===== src/fms_regs.svh =====
// Register offsets, field positions, reset values and timing for the clock generator.
`ifndef FMS_REGS_SVH
`define FMS_REGS_SVH

// ---------------------------------------------------------------------------
// Register byte offsets
// ---------------------------------------------------------------------------
`define FMS_ADDR_SRC_CTRL     8'h00
`define FMS_ADDR_OSC_CTRL     8'h04
`define FMS_ADDR_STATUS       8'h08
`define FMS_ADDR_RANGE_CTRL   8'h0C
`define FMS_ADDR_COARSE_TRIM  8'h10

// ---------------------------------------------------------------------------
// Field positions
// ---------------------------------------------------------------------------
`define FMS_SRC_SEL_HI        7
`define FMS_SRC_SEL_LO        6
`define FMS_REF_DIV_HI        5
`define FMS_REF_DIV_LO        3
`define FMS_INT_REF_SEL       2
`define FMS_BUS_DIV_HI        7
`define FMS_BUS_DIV_LO        6
`define FMS_OSC_RANGE         5
`define FMS_HIGH_GAIN         4
`define FMS_LOW_POWER         3
`define FMS_EXT_SRC_SEL       2
`define FMS_EXT_CLK_EN        1
`define FMS_ST_LOCK           6
`define FMS_ST_INT_REF        4
`define FMS_ST_SRC_HI         3
`define FMS_ST_SRC_LO         2
`define FMS_ST_OSC_READY      1
`define FMS_ST_FINE_TRIM      0
`define FMS_FINE_RANGE        5
`define FMS_FLL_RANGE         0

// ---------------------------------------------------------------------------
// Codes and reset values
// ---------------------------------------------------------------------------
`define FMS_CODE_FLL          2'h0
`define FMS_CODE_INT          2'h1
`define FMS_CODE_EXT          2'h2
`define FMS_SRC_CTRL_RESET    8'h04
`define FMS_OSC_CTRL_RESET    8'h40
`define FMS_RANGE_CTRL_RESET  8'h01
`define FMS_TRIM_IDLE         9'h100
`define FMS_TRIM_DEBUG        12'h800
`define FMS_FACTOR_HIGH       11'h400
`define FMS_FACTOR_LOW        11'h200
`define FMS_FACTOR_BYPASS     11'h001
`define FMS_RESP_OKAY         2'h0
`define FMS_RESP_SLVERR       2'h2

// ---------------------------------------------------------------------------
// Timing
// ---------------------------------------------------------------------------
`define FMS_CLOCK_MHZ         25
`define FMS_OSC_START_US      1000
`define FMS_LOCK_TIME_US      10
`define FMS_REF_SWITCH_CYC    4'h3
`define FMS_SRC_SWITCH_CYC    4'h4

`endif


===== src/fms_pkg.sv =====
// Types shared by the clock generator files.
package fms_pkg;

   typedef enum logic [1:0] {
      SW_IDLE,
      SW_SETTLE,
      SW_COMMIT
   } fms_switch_state_t;

   typedef enum logic [2:0] {
      MODE_FLL_ENG_INT,
      MODE_FLL_ENG_EXT,
      MODE_FLL_BYP_INT,
      MODE_FLL_BYP_EXT,
      MODE_LOWPWR_INT,
      MODE_LOWPWR_EXT
   } fms_mode_t;

endpackage : fms_pkg


===== src/fms_settle_timer.sv =====
// Down counter that reports when a settling interval has elapsed.
`timescale 1ns/1ps

module fms_settle_timer #(
   parameter int unsigned WIDTH = 16,
   parameter logic [WIDTH-1:0] COUNT = '1
) (
   // Clock and reset
   input  wire logic  clock,
   input  wire logic  reset,
   // Control
   input  wire logic  enable,
   input  wire logic  restart,
   // Status
   output logic       done
);

   logic [WIDTH-1:0]  count_ff;

   always_ff @(posedge clock or posedge reset) begin
      if (reset) begin
         count_ff <= COUNT;
         done     <= 1'b0;
      end else if (!enable || restart) begin
         count_ff <= COUNT;
         done     <= 1'b0;
      end else if (count_ff != '0) begin
         count_ff <= count_ff - 1'b1;
      end else begin
         done     <= 1'b1;
      end
   end

endmodule : fms_settle_timer


===== src/fms_clock_gen.sv =====
// Clock generator mode switch, FLL range and reference trim with AXI4-Lite.
// Contract
// - FLL keeps running while bypassed internally; lock flag sets when locked.
// - Oscillator-ready sets after crystal startup; software waits before switching.
// - Internal-reference status clears once external reference feeds the FLL.
// - Clock status reads 00 when the FLL drives the generator output.
// - Engaged output is reference times 1024 divided by output divider.
// - Range select resets to 1, fine range to 0; clearing halves factor.
// - Trim is nine bits: coarse register high, fine bit lowest.
// - Reset loads factory trim, or 0x000 (0x800 cut to nine bits) when entering background debug.
// - Larger trim lowers reference frequency; smaller trim raises it.
// - Bus clock equals generator output divided by two.
`timescale 1ns/1ps
`include "fms_regs.svh"

module fms_clock_gen #(
   parameter int unsigned OSC_START_CYCLES =
      `FMS_OSC_START_US * `FMS_CLOCK_MHZ
) (
   // Clock and reset
   input  wire logic               clock,
   input  wire logic               reset,
   // Reset straps
   input  wire logic               debugEntryPin,
   input  wire logic [8:0]         factoryTrim,
   // AXI4-Lite write address
   input  wire logic               s_axi_awvalid,
   output logic                    s_axi_awready,
   input  wire logic [7:0]         s_axi_awaddr,
   // AXI4-Lite write data
   input  wire logic               s_axi_wvalid,
   output logic                    s_axi_wready,
   input  wire logic [31:0]        s_axi_wdata,
   input  wire logic [3:0]         s_axi_wstrb,
   // AXI4-Lite write response
   output logic                    s_axi_bvalid,
   input  wire logic               s_axi_bready,
   output logic [1:0]              s_axi_bresp,
   // AXI4-Lite read address
   input  wire logic               s_axi_arvalid,
   output logic                    s_axi_arready,
   input  wire logic [7:0]         s_axi_araddr,
   // AXI4-Lite read data
   output logic                    s_axi_rvalid,
   input  wire logic               s_axi_rready,
   output logic [31:0]             s_axi_rdata,
   output logic [1:0]              s_axi_rresp,
   // Generator settings
   output logic [8:0]              trimValue_ff,
   output logic [10:0]             outMultiplier_ff,
   output logic [3:0]              outDivider_ff,
   output logic [4:0]              busDivider_ff,
   output fms_pkg::fms_mode_t      mode_ff
);

   localparam int unsigned LOCK_CYCLES_I =
      `FMS_LOCK_TIME_US * `FMS_CLOCK_MHZ;
   localparam logic [15:0] OSC_CYCLES  = 16'(OSC_START_CYCLES);
   localparam logic [15:0] LOCK_CYCLES = 16'(LOCK_CYCLES_I);

   // ------------------------------------------------------------------------
   // Registers
   // ------------------------------------------------------------------------
   logic [7:0]  srcCtrl_ff;
   logic [7:0]  oscCtrl_ff;
   logic [7:0]  rangeCtrl_ff;
   logic [7:0]  coarseTrim_ff;
   logic        fineTrim_ff;
   logic        oscReady;
   logic        fllLocked;
   logic        intRefStatus_ff;
   logic [1:0]  srcStatus_ff;

   logic        awHeld_ff;
   logic [7:0]  awAddr_ff;
   logic        wHeld_ff;
   logic [31:0] wData_ff;
   logic [3:0]  wStrb_ff;
   logic        doWrite;
   logic        wrHit;

   assign doWrite = awHeld_ff && wHeld_ff && !s_axi_bvalid;

   always_comb begin
      case (awAddr_ff)
         `FMS_ADDR_SRC_CTRL,
         `FMS_ADDR_OSC_CTRL,
         `FMS_ADDR_STATUS,
         `FMS_ADDR_RANGE_CTRL,
         `FMS_ADDR_COARSE_TRIM: wrHit = 1'b1;
         default:               wrHit = 1'b0;
      endcase
   end

   // ------------------------------------------------------------------------
   // AXI4-Lite write channels
   // ------------------------------------------------------------------------
   // Address and data are caught independently, so either may come first.
   always_ff @(posedge clock or posedge reset) begin
      if (reset) begin
         awHeld_ff     <= 1'b0;
         awAddr_ff     <= 8'h00;
         s_axi_awready <= 1'b1;
      end else if (s_axi_awvalid && s_axi_awready) begin
         awHeld_ff     <= 1'b1;
         awAddr_ff     <= s_axi_awaddr;
         s_axi_awready <= 1'b0;
      end else if (doWrite) begin
         awHeld_ff     <= 1'b0;
      end else if (!awHeld_ff && !s_axi_bvalid) begin
         s_axi_awready <= 1'b1;
      end
   end

   always_ff @(posedge clock or posedge reset) begin
      if (reset) begin
         wHeld_ff     <= 1'b0;
         wData_ff     <= 32'h0000_0000;
         wStrb_ff     <= 4'h0;
         s_axi_wready <= 1'b1;
      end else if (s_axi_wvalid && s_axi_wready) begin
         wHeld_ff     <= 1'b1;
         wData_ff     <= s_axi_wdata;
         wStrb_ff     <= s_axi_wstrb;
         s_axi_wready <= 1'b0;
      end else if (doWrite) begin
         wHeld_ff     <= 1'b0;
      end else if (!wHeld_ff && !s_axi_bvalid) begin
         s_axi_wready <= 1'b1;
      end
   end

   always_ff @(posedge clock or posedge reset) begin
      if (reset) begin
         s_axi_bvalid <= 1'b0;
         s_axi_bresp  <= `FMS_RESP_OKAY;
      end else if (doWrite) begin
         s_axi_bvalid <= 1'b1;
         s_axi_bresp  <= wrHit ? `FMS_RESP_OKAY : `FMS_RESP_SLVERR;
      end else if (s_axi_bready) begin
         s_axi_bvalid <= 1'b0;
      end
   end

   // ------------------------------------------------------------------------
   // Control registers
   // ------------------------------------------------------------------------
   logic wrLow;

   assign wrLow = doWrite && wStrb_ff[0];

   always_ff @(posedge clock or posedge reset) begin
      if (reset) begin
         srcCtrl_ff   <= `FMS_SRC_CTRL_RESET;
         oscCtrl_ff   <= `FMS_OSC_CTRL_RESET;
         rangeCtrl_ff <= `FMS_RANGE_CTRL_RESET;
      end else if (wrLow) begin
         if (awAddr_ff == `FMS_ADDR_SRC_CTRL)
            srcCtrl_ff <= wData_ff[7:0];
         if (awAddr_ff == `FMS_ADDR_OSC_CTRL)
            oscCtrl_ff <= wData_ff[7:0];
         if (awAddr_ff == `FMS_ADDR_RANGE_CTRL)
            rangeCtrl_ff <= wData_ff[7:0];
      end
   end

   // ------------------------------------------------------------------------
   // Reference trim
   // ------------------------------------------------------------------------
   // The debug strap is a pin, so it is synchronised and the trim strap is
   // taken on the third edge after release, once the synchronised level is valid.
   localparam logic [8:0] TRIM_DEBUG_9 = 9'(`FMS_TRIM_DEBUG);
   localparam logic [8:0] TRIM_IDLE_9  = `FMS_TRIM_IDLE;
   logic       debugSync1_ff;
   logic       debugSync2_ff;
   logic [1:0] loadWait_ff;
   logic       loadDone_ff;

   always_ff @(posedge clock or posedge reset) begin
      if (reset) begin
         debugSync1_ff <= 1'b0;
         debugSync2_ff <= 1'b0;
      end else begin
         debugSync1_ff <= debugEntryPin;
         debugSync2_ff <= debugSync1_ff;
      end
   end

   always_ff @(posedge clock or posedge reset) begin
      if (reset) begin
         loadWait_ff <= 2'h0;
         loadDone_ff <= 1'b0;
      end else if (loadWait_ff != 2'h2) begin
         loadWait_ff <= loadWait_ff + 2'h1;
      end else begin
         loadDone_ff <= 1'b1;
      end
   end

   always_ff @(posedge clock or posedge reset) begin
      if (reset) begin
         coarseTrim_ff <= TRIM_IDLE_9[8:1];
         fineTrim_ff   <= 1'b0;
      end else if (!loadDone_ff && loadWait_ff == 2'h2) begin
         if (debugSync2_ff) begin
            coarseTrim_ff <= TRIM_DEBUG_9[8:1];
            fineTrim_ff   <= TRIM_DEBUG_9[0];
         end else begin
            coarseTrim_ff <= factoryTrim[8:1];
            fineTrim_ff   <= factoryTrim[0];
         end
      end else if (wrLow) begin
         if (awAddr_ff == `FMS_ADDR_COARSE_TRIM)
            coarseTrim_ff <= wData_ff[7:0];
         if (awAddr_ff == `FMS_ADDR_STATUS)
            fineTrim_ff <= wData_ff[`FMS_ST_FINE_TRIM];
      end
   end

   // Trim reaches the oscillator directly; a larger code gives a longer
   // reference period, which is what iterative search software expects.
   always_ff @(posedge clock or posedge reset) begin
      if (reset) begin
         trimValue_ff <= `FMS_TRIM_IDLE;
      end else begin
         trimValue_ff <= {coarseTrim_ff, fineTrim_ff};
      end
   end

   // ------------------------------------------------------------------------
   // Oscillator startup and FLL lock
   // ------------------------------------------------------------------------
   logic oscEnable;
   logic extRefWanted;
   logic fllRunning;
   logic lockRestart;
   logic [8:0] lastTrim_ff;
   logic [7:0] lastRange_ff;
   logic [2:0] lastDiv_ff;
   logic       lastRef_ff;

   assign extRefWanted = !srcCtrl_ff[`FMS_INT_REF_SEL];
   assign oscEnable    = oscCtrl_ff[`FMS_EXT_SRC_SEL] &&
                         (oscCtrl_ff[`FMS_EXT_CLK_EN] || extRefWanted);
   // The FLL only stops in a low-power bypassed mode.
   assign fllRunning   = !(oscCtrl_ff[`FMS_LOW_POWER] &&
                           srcStatus_ff != `FMS_CODE_FLL);
   // Any change of the loop's reference or factor throws lock away.
   assign lockRestart  = lastTrim_ff != trimValue_ff ||
                         lastRange_ff != rangeCtrl_ff ||
                         lastDiv_ff !=
                            srcCtrl_ff[`FMS_REF_DIV_HI:`FMS_REF_DIV_LO] ||
                         lastRef_ff != intRefStatus_ff;

   always_ff @(posedge clock or posedge reset) begin
      if (reset) begin
         lastTrim_ff  <= `FMS_TRIM_IDLE;
         lastRange_ff <= `FMS_RANGE_CTRL_RESET;
         lastDiv_ff   <= 3'h0;
         lastRef_ff   <= 1'b1;
      end else begin
         lastTrim_ff  <= trimValue_ff;
         lastRange_ff <= rangeCtrl_ff;
         lastDiv_ff   <= srcCtrl_ff[`FMS_REF_DIV_HI:`FMS_REF_DIV_LO];
         lastRef_ff   <= intRefStatus_ff;
      end
   end

   fms_settle_timer #(
      .WIDTH   (16),
      .COUNT   (OSC_CYCLES)
   ) oscTimer (
      .clock   (clock),
      .reset   (reset),
      .enable  (oscEnable),
      .restart (1'b0),
      .done    (oscReady)
   );

   fms_settle_timer #(
      .WIDTH   (16),
      .COUNT   (LOCK_CYCLES)
   ) lockTimer (
      .clock   (clock),
      .reset   (reset),
      .enable  (fllRunning),
      .restart (lockRestart),
      .done    (fllLocked)
   );

   // ------------------------------------------------------------------------
   // Reference and output source switching
   // ------------------------------------------------------------------------
   fms_pkg::fms_switch_state_t swState_ff;
   logic [3:0] swCount_ff;
   logic [3:0] refCount_ff;
   logic [1:0] srcWanted;
   logic       srcAllowed;

   assign srcWanted  = srcCtrl_ff[`FMS_SRC_SEL_HI:`FMS_SRC_SEL_LO];
   assign srcAllowed = srcWanted != `FMS_CODE_EXT || oscReady;

   // External reference takes over only after the crystal has started.
   always_ff @(posedge clock or posedge reset) begin
      if (reset) begin
         intRefStatus_ff <= 1'b1;
         refCount_ff     <= 4'h0;
      end else if (intRefStatus_ff == !extRefWanted ||
                   (extRefWanted && !oscReady)) begin
         refCount_ff     <= 4'h0;
      end else if (refCount_ff != `FMS_REF_SWITCH_CYC) begin
         refCount_ff     <= refCount_ff + 4'h1;
      end else begin
         intRefStatus_ff <= !extRefWanted;
         refCount_ff     <= 4'h0;
      end
   end

   always_ff @(posedge clock or posedge reset) begin
      if (reset) begin
         swState_ff   <= fms_pkg::SW_IDLE;
         swCount_ff   <= 4'h0;
         srcStatus_ff <= `FMS_CODE_FLL;
      end else begin
         case (swState_ff)
            fms_pkg::SW_IDLE: begin
               swCount_ff <= 4'h0;
               if (srcWanted != srcStatus_ff && srcAllowed &&
                   srcWanted != 2'h3)
                  swState_ff <= fms_pkg::SW_SETTLE;
            end
            fms_pkg::SW_SETTLE: begin
               if (srcWanted == srcStatus_ff || !srcAllowed)
                  swState_ff <= fms_pkg::SW_IDLE;
               else if (swCount_ff == `FMS_SRC_SWITCH_CYC)
                  swState_ff <= fms_pkg::SW_COMMIT;
               else
                  swCount_ff <= swCount_ff + 4'h1;
            end
            fms_pkg::SW_COMMIT: begin
               srcStatus_ff <= srcWanted;
               swState_ff   <= fms_pkg::SW_IDLE;
            end
            default: begin
               swState_ff   <= fms_pkg::SW_IDLE;
            end
         endcase
      end
   end

   // ------------------------------------------------------------------------
   // Output frequency relation and mode
   // ------------------------------------------------------------------------
   logic [1:0] busSel;

   assign busSel = oscCtrl_ff[`FMS_BUS_DIV_HI:`FMS_BUS_DIV_LO];

   always_ff @(posedge clock or posedge reset) begin
      if (reset) begin
         outMultiplier_ff <= `FMS_FACTOR_HIGH;
         outDivider_ff    <= 4'h1;
         busDivider_ff    <= 5'h02;
      end else begin
         if (srcStatus_ff != `FMS_CODE_FLL)
            outMultiplier_ff <= `FMS_FACTOR_BYPASS;
         else if (rangeCtrl_ff[`FMS_FLL_RANGE])
            outMultiplier_ff <= `FMS_FACTOR_HIGH;
         else
            outMultiplier_ff <= `FMS_FACTOR_LOW;
         outDivider_ff <= 4'h1 << busSel;
         busDivider_ff <= 5'h02 << busSel;
      end
   end

   always_ff @(posedge clock or posedge reset) begin
      if (reset) begin
         mode_ff <= fms_pkg::MODE_FLL_ENG_INT;
      end else if (srcStatus_ff == `FMS_CODE_FLL) begin
         mode_ff <= intRefStatus_ff ? fms_pkg::MODE_FLL_ENG_INT
                                    : fms_pkg::MODE_FLL_ENG_EXT;
      end else if (srcStatus_ff == `FMS_CODE_INT) begin
         mode_ff <= oscCtrl_ff[`FMS_LOW_POWER] ? fms_pkg::MODE_LOWPWR_INT
                                               : fms_pkg::MODE_FLL_BYP_INT;
      end else begin
         mode_ff <= oscCtrl_ff[`FMS_LOW_POWER] ? fms_pkg::MODE_LOWPWR_EXT
                                               : fms_pkg::MODE_FLL_BYP_EXT;
      end
   end

   // ------------------------------------------------------------------------
   // AXI4-Lite read channel
   // ------------------------------------------------------------------------
   logic [7:0] statusByte;
   logic [7:0] rdByte;
   logic       rdHit;

   assign statusByte = {1'b0, fllLocked, 1'b0, intRefStatus_ff,
                        srcStatus_ff, oscReady, fineTrim_ff};

   always_comb begin
      rdHit  = 1'b1;
      rdByte = 8'h00;
      case (s_axi_araddr)
         `FMS_ADDR_SRC_CTRL:    rdByte = srcCtrl_ff;
         `FMS_ADDR_OSC_CTRL:    rdByte = oscCtrl_ff;
         `FMS_ADDR_STATUS:      rdByte = statusByte;
         `FMS_ADDR_RANGE_CTRL:  rdByte = rangeCtrl_ff;
         `FMS_ADDR_COARSE_TRIM: rdByte = coarseTrim_ff;
         default:               rdHit  = 1'b0;
      endcase
   end

   always_ff @(posedge clock or posedge reset) begin
      if (reset) begin
         s_axi_arready <= 1'b1;
         s_axi_rvalid  <= 1'b0;
         s_axi_rdata   <= 32'h0000_0000;
         s_axi_rresp   <= `FMS_RESP_OKAY;
      end else if (s_axi_arvalid && s_axi_arready) begin
         s_axi_arready <= 1'b0;
         s_axi_rvalid  <= 1'b1;
         s_axi_rdata   <= {24'h00_0000, rdByte};
         s_axi_rresp   <= rdHit ? `FMS_RESP_OKAY : `FMS_RESP_SLVERR;
      end else if (s_axi_rvalid && s_axi_rready) begin
         s_axi_rvalid  <= 1'b0;
         s_axi_arready <= 1'b1;
      end
   end

endmodule : fms_clock_gen


===== config.mk =====
export PLATFORM = sky130hd
export DESIGN_NAME = fms_clock_gen
export DESIGN_NICKNAME = d
export VERILOG_FILES = /design/src/fms_pkg.sv /design/src/fms_settle_timer.sv /design/src/fms_clock_gen.sv
export VERILOG_INCLUDE_DIRS = /design/src
export SDC_FILE = /design/constraint.sdc
export NUM_CORES = 1
export LEC_CHECK = 0
export ABC_AREA = 1
export BUFFER_PORTS_ARGS = -buffer_cell sky130_fd_sc_hd__buf_2
export CORE_ASPECT_RATIO = 1.2
export CORE_MARGIN = 3
export CORE_UTILIZATION = 60
export CTS_CLUSTER_DIAMETER = 100
export DETAILED_ROUTE_END_ITERATION = 16
export PLACE_DENSITY_LB_ADDON = 0.25
export SLEW_MARGIN = 10
export SYNTH_ARGS = -nofsm -noshare
export SYNTH_HDL_FRONTEND = slang
export SYNTH_SLANG_ARGS = --single-unit

===== constraint.sdc =====
create_clock -name clock -period 8.85 [get_ports clock]
set_input_delay 1.77 -clock clock [delete_from_list [all_inputs] [get_ports clock]]
set_output_delay 1.77 -clock clock [all_outputs]
set_load 0.02 [all_outputs]

Word level (Yosys, flattened, before mapping)
Cells that the tools add are included.
Storage, ports and cells
  bits in registers: 174
  bits of input ports: 69
  logic and storage cells: 194
  output and inout port bits: 73
Operators by class
  shifts and indexed selects: 2
  $add $sub $neg: 5
  muxes and demuxes: 52
  reductions and logical operators: 60
  equal/unequal tests: 33
  bitwise logic cells: 2
Operators with widths (number)
  $mux W16: 4
  $pmux W8 S5: 1
  $eq A8 B4 Y1 const B: 4
  $mux W8: 4
  $reduce_bool A16 Y1: 2
  $sub A16 B1 Y16 const B: 2
  $mux W1: 26
  $reduce_bool A2 Y1: 12
  $mux W11: 2
  $reduce_and A2 Y1: 9
  $eq A8 B3 Y1 const B: 2
  $eq A8 B5 Y1 const B: 2
  $logic_not A8 Y1: 2
  $mux W4: 4
  $logic_and A1 B1 Y1: 15
  $ne A2 B2 Y1 const B: 7
  $mux W3: 4
  $mux W2: 5
  $reduce_or A5 Y1: 2
  $ne A9 B9 Y1: 1
  $add A4 B1 Y4 const B: 2
  $logic_or A1 B1 Y1: 8
  $ne A2 B1 Y1 const B: 4
  $ne A8 B8 Y1: 1
  19 further kinds: 29

Depth between registers and ports, before layout
  depth after elaboration: 6
  gate-level depth with buffers: 12

Cells and area by module
A second synthesis with hierarchy kept.
Unflattened totals
  cell total of the unflattened synthesis: 931
  area, all modules: 7921.3 um^2
By module, submodules not included
  fms_clock_gen: sequential area each 3145.5 um^2, area an instance 5731.7 um^2, cells each 626, times used 1
  fms_settle_timer (lockTimer): sequential area each 432.9 um^2, area an instance 1094.8 um^2, cells each 155, times used 1
  fms_settle_timer (oscTimer): sequential area each 432.9 um^2, area an instance 1094.8 um^2, cells each 150, times used 1

Worst setup path after synthesis
No wires, ideal clock.
  kind: input port to flip-flop
  start point: input s_axi_araddr[5]
  end point: register s_axi_rdata[1]
  stages: 7
  arrival time: 2.749 ns
  path slack: 6.030 ns
  required time: 8.779 ns
  buffers on the path: 0
  path through: nor3_4 -> nand2_4 -> nor3_4 -> nand2_1 -> nand3_1 -> nor2_1 -> nor2_1
On the way
  longest elaborated chain between the ends: 2
Ends and longest elaborated chain
  start: declaration: line fms_clock_gen.sv:42  | input wire logic [7:0] s_axi_araddr,
  $eq A8 B5 Y1 (tied with other cells): line fms_clock_gen.sv:403  | case (s_axi_araddr)
  $pmux W8 S5 *: line fms_clock_gen.sv:403
  end signal: assignment: line fms_clock_gen.sv:422  | s_axi_rdata <= {24'h00_0000, rdByte};
  end: declaration: line fms_clock_gen.sv:46  | output logic [31:0] s_axi_rdata,
Mark *: on every way between the ends. The rest lies on a longest branch, timed or not.
A chain may end at the register's enable or synchronous reset.

==> reports/qor.txt <==
CTS
----------------------------------------------------------------------------------------
Clk sink count ............................................................          159
Setup fix buffers added after clock tree synthesis ........................            0
Total clock buffers created by CTS ........................................           17
Level count of the clock H-tree ...........................................            4
Root buf cell .............................................................    clkbuf_16
Count of hold-fix buffers inserted at cts .................................            0
Clock slew at the register clock pins of the worst setup and hold paths ...      0.06 ns
Clock tree from TritonCTS .................................................         done
Number of gates resized after CTS .........................................            0
Insertion delay of the later-clocked pin in the worst-skew pair ...........      0.42 ns
Largest buffer count on any clock path ....................................            2

FLOORPLANNING
----------------------------------------------------------------------------------------
Die width .................................................................       108 µm
Ports placed on the boundary ..............................................          142
Area inside the core boundary .............................................   11,800 µm²
Die area ..................................................................   13,800 µm²
# rows ....................................................................           43
Effective utilization at floorplan ........................................        62.7%
Vert. Die Dim .............................................................       128 µm

TIMING
----------------------------------------------------------------------------------------
Final setup vio count .....................................................            0
Hold Vio Cnt, Final .......................................................            0
Period Utilization, post-route ............................................        33.1%
Max-Slew Margin vs Limit ..................................................        29.8%
Worst clock skew ..........................................................   0.00804 ns
Final number of max-transition violations .................................            0
Maximum operating frequency ...............................................      341 MHz
Setup TNS Final ...........................................................         0 ns
Final worst path period need ..............................................      2.93 ns
RSZ-0062 raised after global routing ......................................           no
Actual transition at the worst max-transition pin .........................      1.05 ns

ROUTING
----------------------------------------------------------------------------------------
Remaining DRCs ............................................................            0
Number of search-and-repair iterations in the first detailed-routing pass .            5
Total wirelength of the detailed-routed design ............................      15.5 mm
Number of routed nets with antenna violations .............................            0
Starting DRT DRC Count ....................................................          346
Detail-routed net length per standard cell ................................      14.2 µm
Routed via count ..........................................................        5,697
Number of vias per cell ...................................................         5.21

GLOBAL ROUTING
----------------------------------------------------------------------------------------
Global-route wire length before repair ....................................      26.0 mm
Via count of the first global-routing pass ................................        5,644
Antenna violations before repair ..........................................            0
Tot GR Track Use ..........................................................        24.2%
Maximum number of pins on one net before global-route repair ..............           90
GRT Residual Overflow .....................................................            0

WORST SETUP PATH
----------------------------------------------------------------------------------------
Arrival time of data at the critical path endpoint ........................      3.32 ns
Max FO, Critical Path .....................................................           89
Worst Setup End Kind ......................................................    async pin
Worst EP required .........................................................      9.24 ns
Setup Crit Path Kind ...................................................... primary input to async pin
Depth of the worst register-to-register path ..............................            7
Crit start category ....................................................... primary input

LAYOUT
----------------------------------------------------------------------------------------
ANT cells .................................................................            0
Filler cells ..............................................................          940
Layout Area Growth over Synthesis .........................................        13.0%
NumNets Final .............................................................        1,000
Area taken by flip-flops and latches ......................................     4010 µm²
Multi-input combinational cell area .......................................     2820 µm²
Layout cell share with drive strength beyond 1 ............................        18.1%
Final Cell Area ...........................................................     8390 µm²

POWER
----------------------------------------------------------------------------------------
Peak supply drop ..........................................................     0.206 mV
Leakage power figure ......................................................   0.00416 µW
Total power consumption of the routed design ..............................      2350 µW
P per Cell Area ...........................................................   280 nW/µm²

PLACED DESIGN
----------------------------------------------------------------------------------------
Detail Placement HPWL .....................................................      10.8 mm
Routability congestion estimate ...........................................        0.891
Port-buffer cells .........................................................           79
Area after detailed placement .............................................     7820 µm²

SYNTHESIS
----------------------------------------------------------------------------------------
Post-synthesis sequential area ratio ......................................        54.0%
Netlist area before placement .............................................     7420 µm²
Post-synth EDFFs ..........................................................            0
Fraction of registers with async set or reset after synthesis .............         100%
Cells after Synth .........................................................          838
Synth Register Bits .......................................................          159
Synth Warn # ..............................................................            0
Distinct cell type count after synthesis ..................................           43
Leading register cell type out of synthesis ...............................      dfrtp_1
Average cell area after synthesis .........................................     8.86 µm²

HOLD PATH
----------------------------------------------------------------------------------------
Hold Path Cell Cnt ........................................................            0
Min-Delay Path Class ...................................................... flop to flop

JOB
----------------------------------------------------------------------------------------
Count of max-cap constraint violations ....................................            0

STATUS
----------------------------------------------------------------------------------------
Result of the run .........................................................    completed

sequential cells by signal (all words and copies together) (netlist names), 4 cells and up:
signal              flops
lockTimer.count_ff     16
oscTimer.count_ff      16
lastTrim_ff             9
trimValue_ff            9
awAddr_ff               8
coarseTrim_ff           8
lastRange_ff            8
oscCtrl_ff              8
rangeCtrl_ff            8
s_axi_rdata             8
srcCtrl_ff              8
wData_ff                8
busDivider_ff           4
refCount_ff             4
swCount_ff              4
report_power, final:
part / switching, µW / internal (µW) / leakage (µW)
Sequential: 131 / 918 / 0.00202
Combinational: 398 / 193 / 0.00187
Clock: 282 / 429 / 0.000276
Total: 811 / 1540 / 0.00416
synthesized netlist by cell type, types with 3 or more instances:
| cell | instances | area share [%] |
|---|---|---|
| clkbuf_1 | 4 | 0.20 |
| dfrtp_1 | 133 | 45 |
| a21oi_1 | 16 | 1.1 |
| dfstp_2 | 26 | 9.2 |
| buf_4 | 40 | 4.0 |
| o21ai_0 | 37 | 2.5 |
| ha_1 | 8 | 1.3 |
| nand2_1 | 174 | 8.8 |
| nand3_1 | 55 | 3.7 |
| nor3_4 | 4 | 0.88 |
| nor2_2 | 3 | 0.25 |
| nor3_2 | 6 | 0.81 |
| o21ai_1 | 29 | 2.0 |
| xor2_1 | 21 | 2.5 |
| nor3_1 | 18 | 1.2 |
| nor2_1 | 102 | 5.2 |
| buf_2 | 4 | 0.27 |
| a22oi_1 | 7 | 0.71 |
| inv_2 | 10 | 0.51 |
| xnor2_1 | 14 | 1.7 |
| inv_1 | 87 | 4.4 |
| nand4_1 | 11 | 0.93 |
stage by stage:
stage	setup slack [ns]	instances	util, %	hold WS (ns)
after floorplan	2.83	872	-	0.331
after global placement	5.36	1061	66.0	0.337
after detailed placement	5.36	1061	66.0	0.339
after CTS	5.81	1093	70.9	0.353
after global routing	5.63	1093	70.9	0.352
final	5.92	1093	70.9	0.348
layout make-up:
cell class,count,area share (%)
clock inverter,10,1.33
tap,157,2.34
inverter,98,4.44
timing repair buffer,81,4.89
sequential,159,47.8
multi-input combinational,566,33.7
clock buffer,22,5.53
routing by layer:
layer	vias to the layer above	wire (µm)	share of wire [%]	global-route usage, %
li1	2785	-	-	-
met1	2717	6400	41	29.7
met2	169	7930	51	41.2
met3	26	906	5.8	6.40
met4	0	285	1.8	8.99
met5	-	0	0	0
critical path: stages:
cell and delay [ns]:
buf_2 0.12, inv_6 0.45, buf_4 0.93
kinds of logic (layout without fill, tap and decap cells):
family	Yosys count	after routing	share of synthesized area, %
adders and majority gates	8	8	1.35
xor gates and xnor gates	35	35	4.13
AOI/OAI and AO/OA	99	99	7.18
DFF	159	159	54.0
buffers and inverters	147	211	9.66
other	1	35	0.0505
and+or+nand+nor	389	389	23.6
path summary, 6_finish.rpt:
check                                         start  slack, ns                             to
setup / recovery                              reset       5.92    rangeCtrl_ff[4]$_DFFE_PP0P_
hold / removal              debugSync1_ff$_DFF_PP0_       0.35        debugSync2_ff$_DFF_PP0_
setup reg to reg           s_axi_bvalid$_DFFE_PP0P_       6.86      srcCtrl_ff[2]$_DFFE_PP1P_
hold reg to reg             debugSync1_ff$_DFF_PP0_       0.35        debugSync2_ff$_DFF_PP0_
max in group clock                  s_axi_araddr[5]       5.93     s_axi_rdata[7]$_DFFE_PP0P_
min in group asynchronous                     reset       1.45  outMultiplier_ff[9]$_DFF_PP0_
placed cells by master (no fill, tap or decap), drive strengths merged, types with 3 or more instances in the layout:
cell	n
nand4	11
xor2	21
inv	98
conb	35
a21oi	16
nand2	177
xnor2	14
dfstp	26
clkbuf	22
clkinv	5
nand3	55
ha	8
a22oi	7
o21ai	66
dfrtp	133
buf	81
nor2	106
clkinvlp	3
nor3	28
or2	4
(Power assumes the default switching activity.)
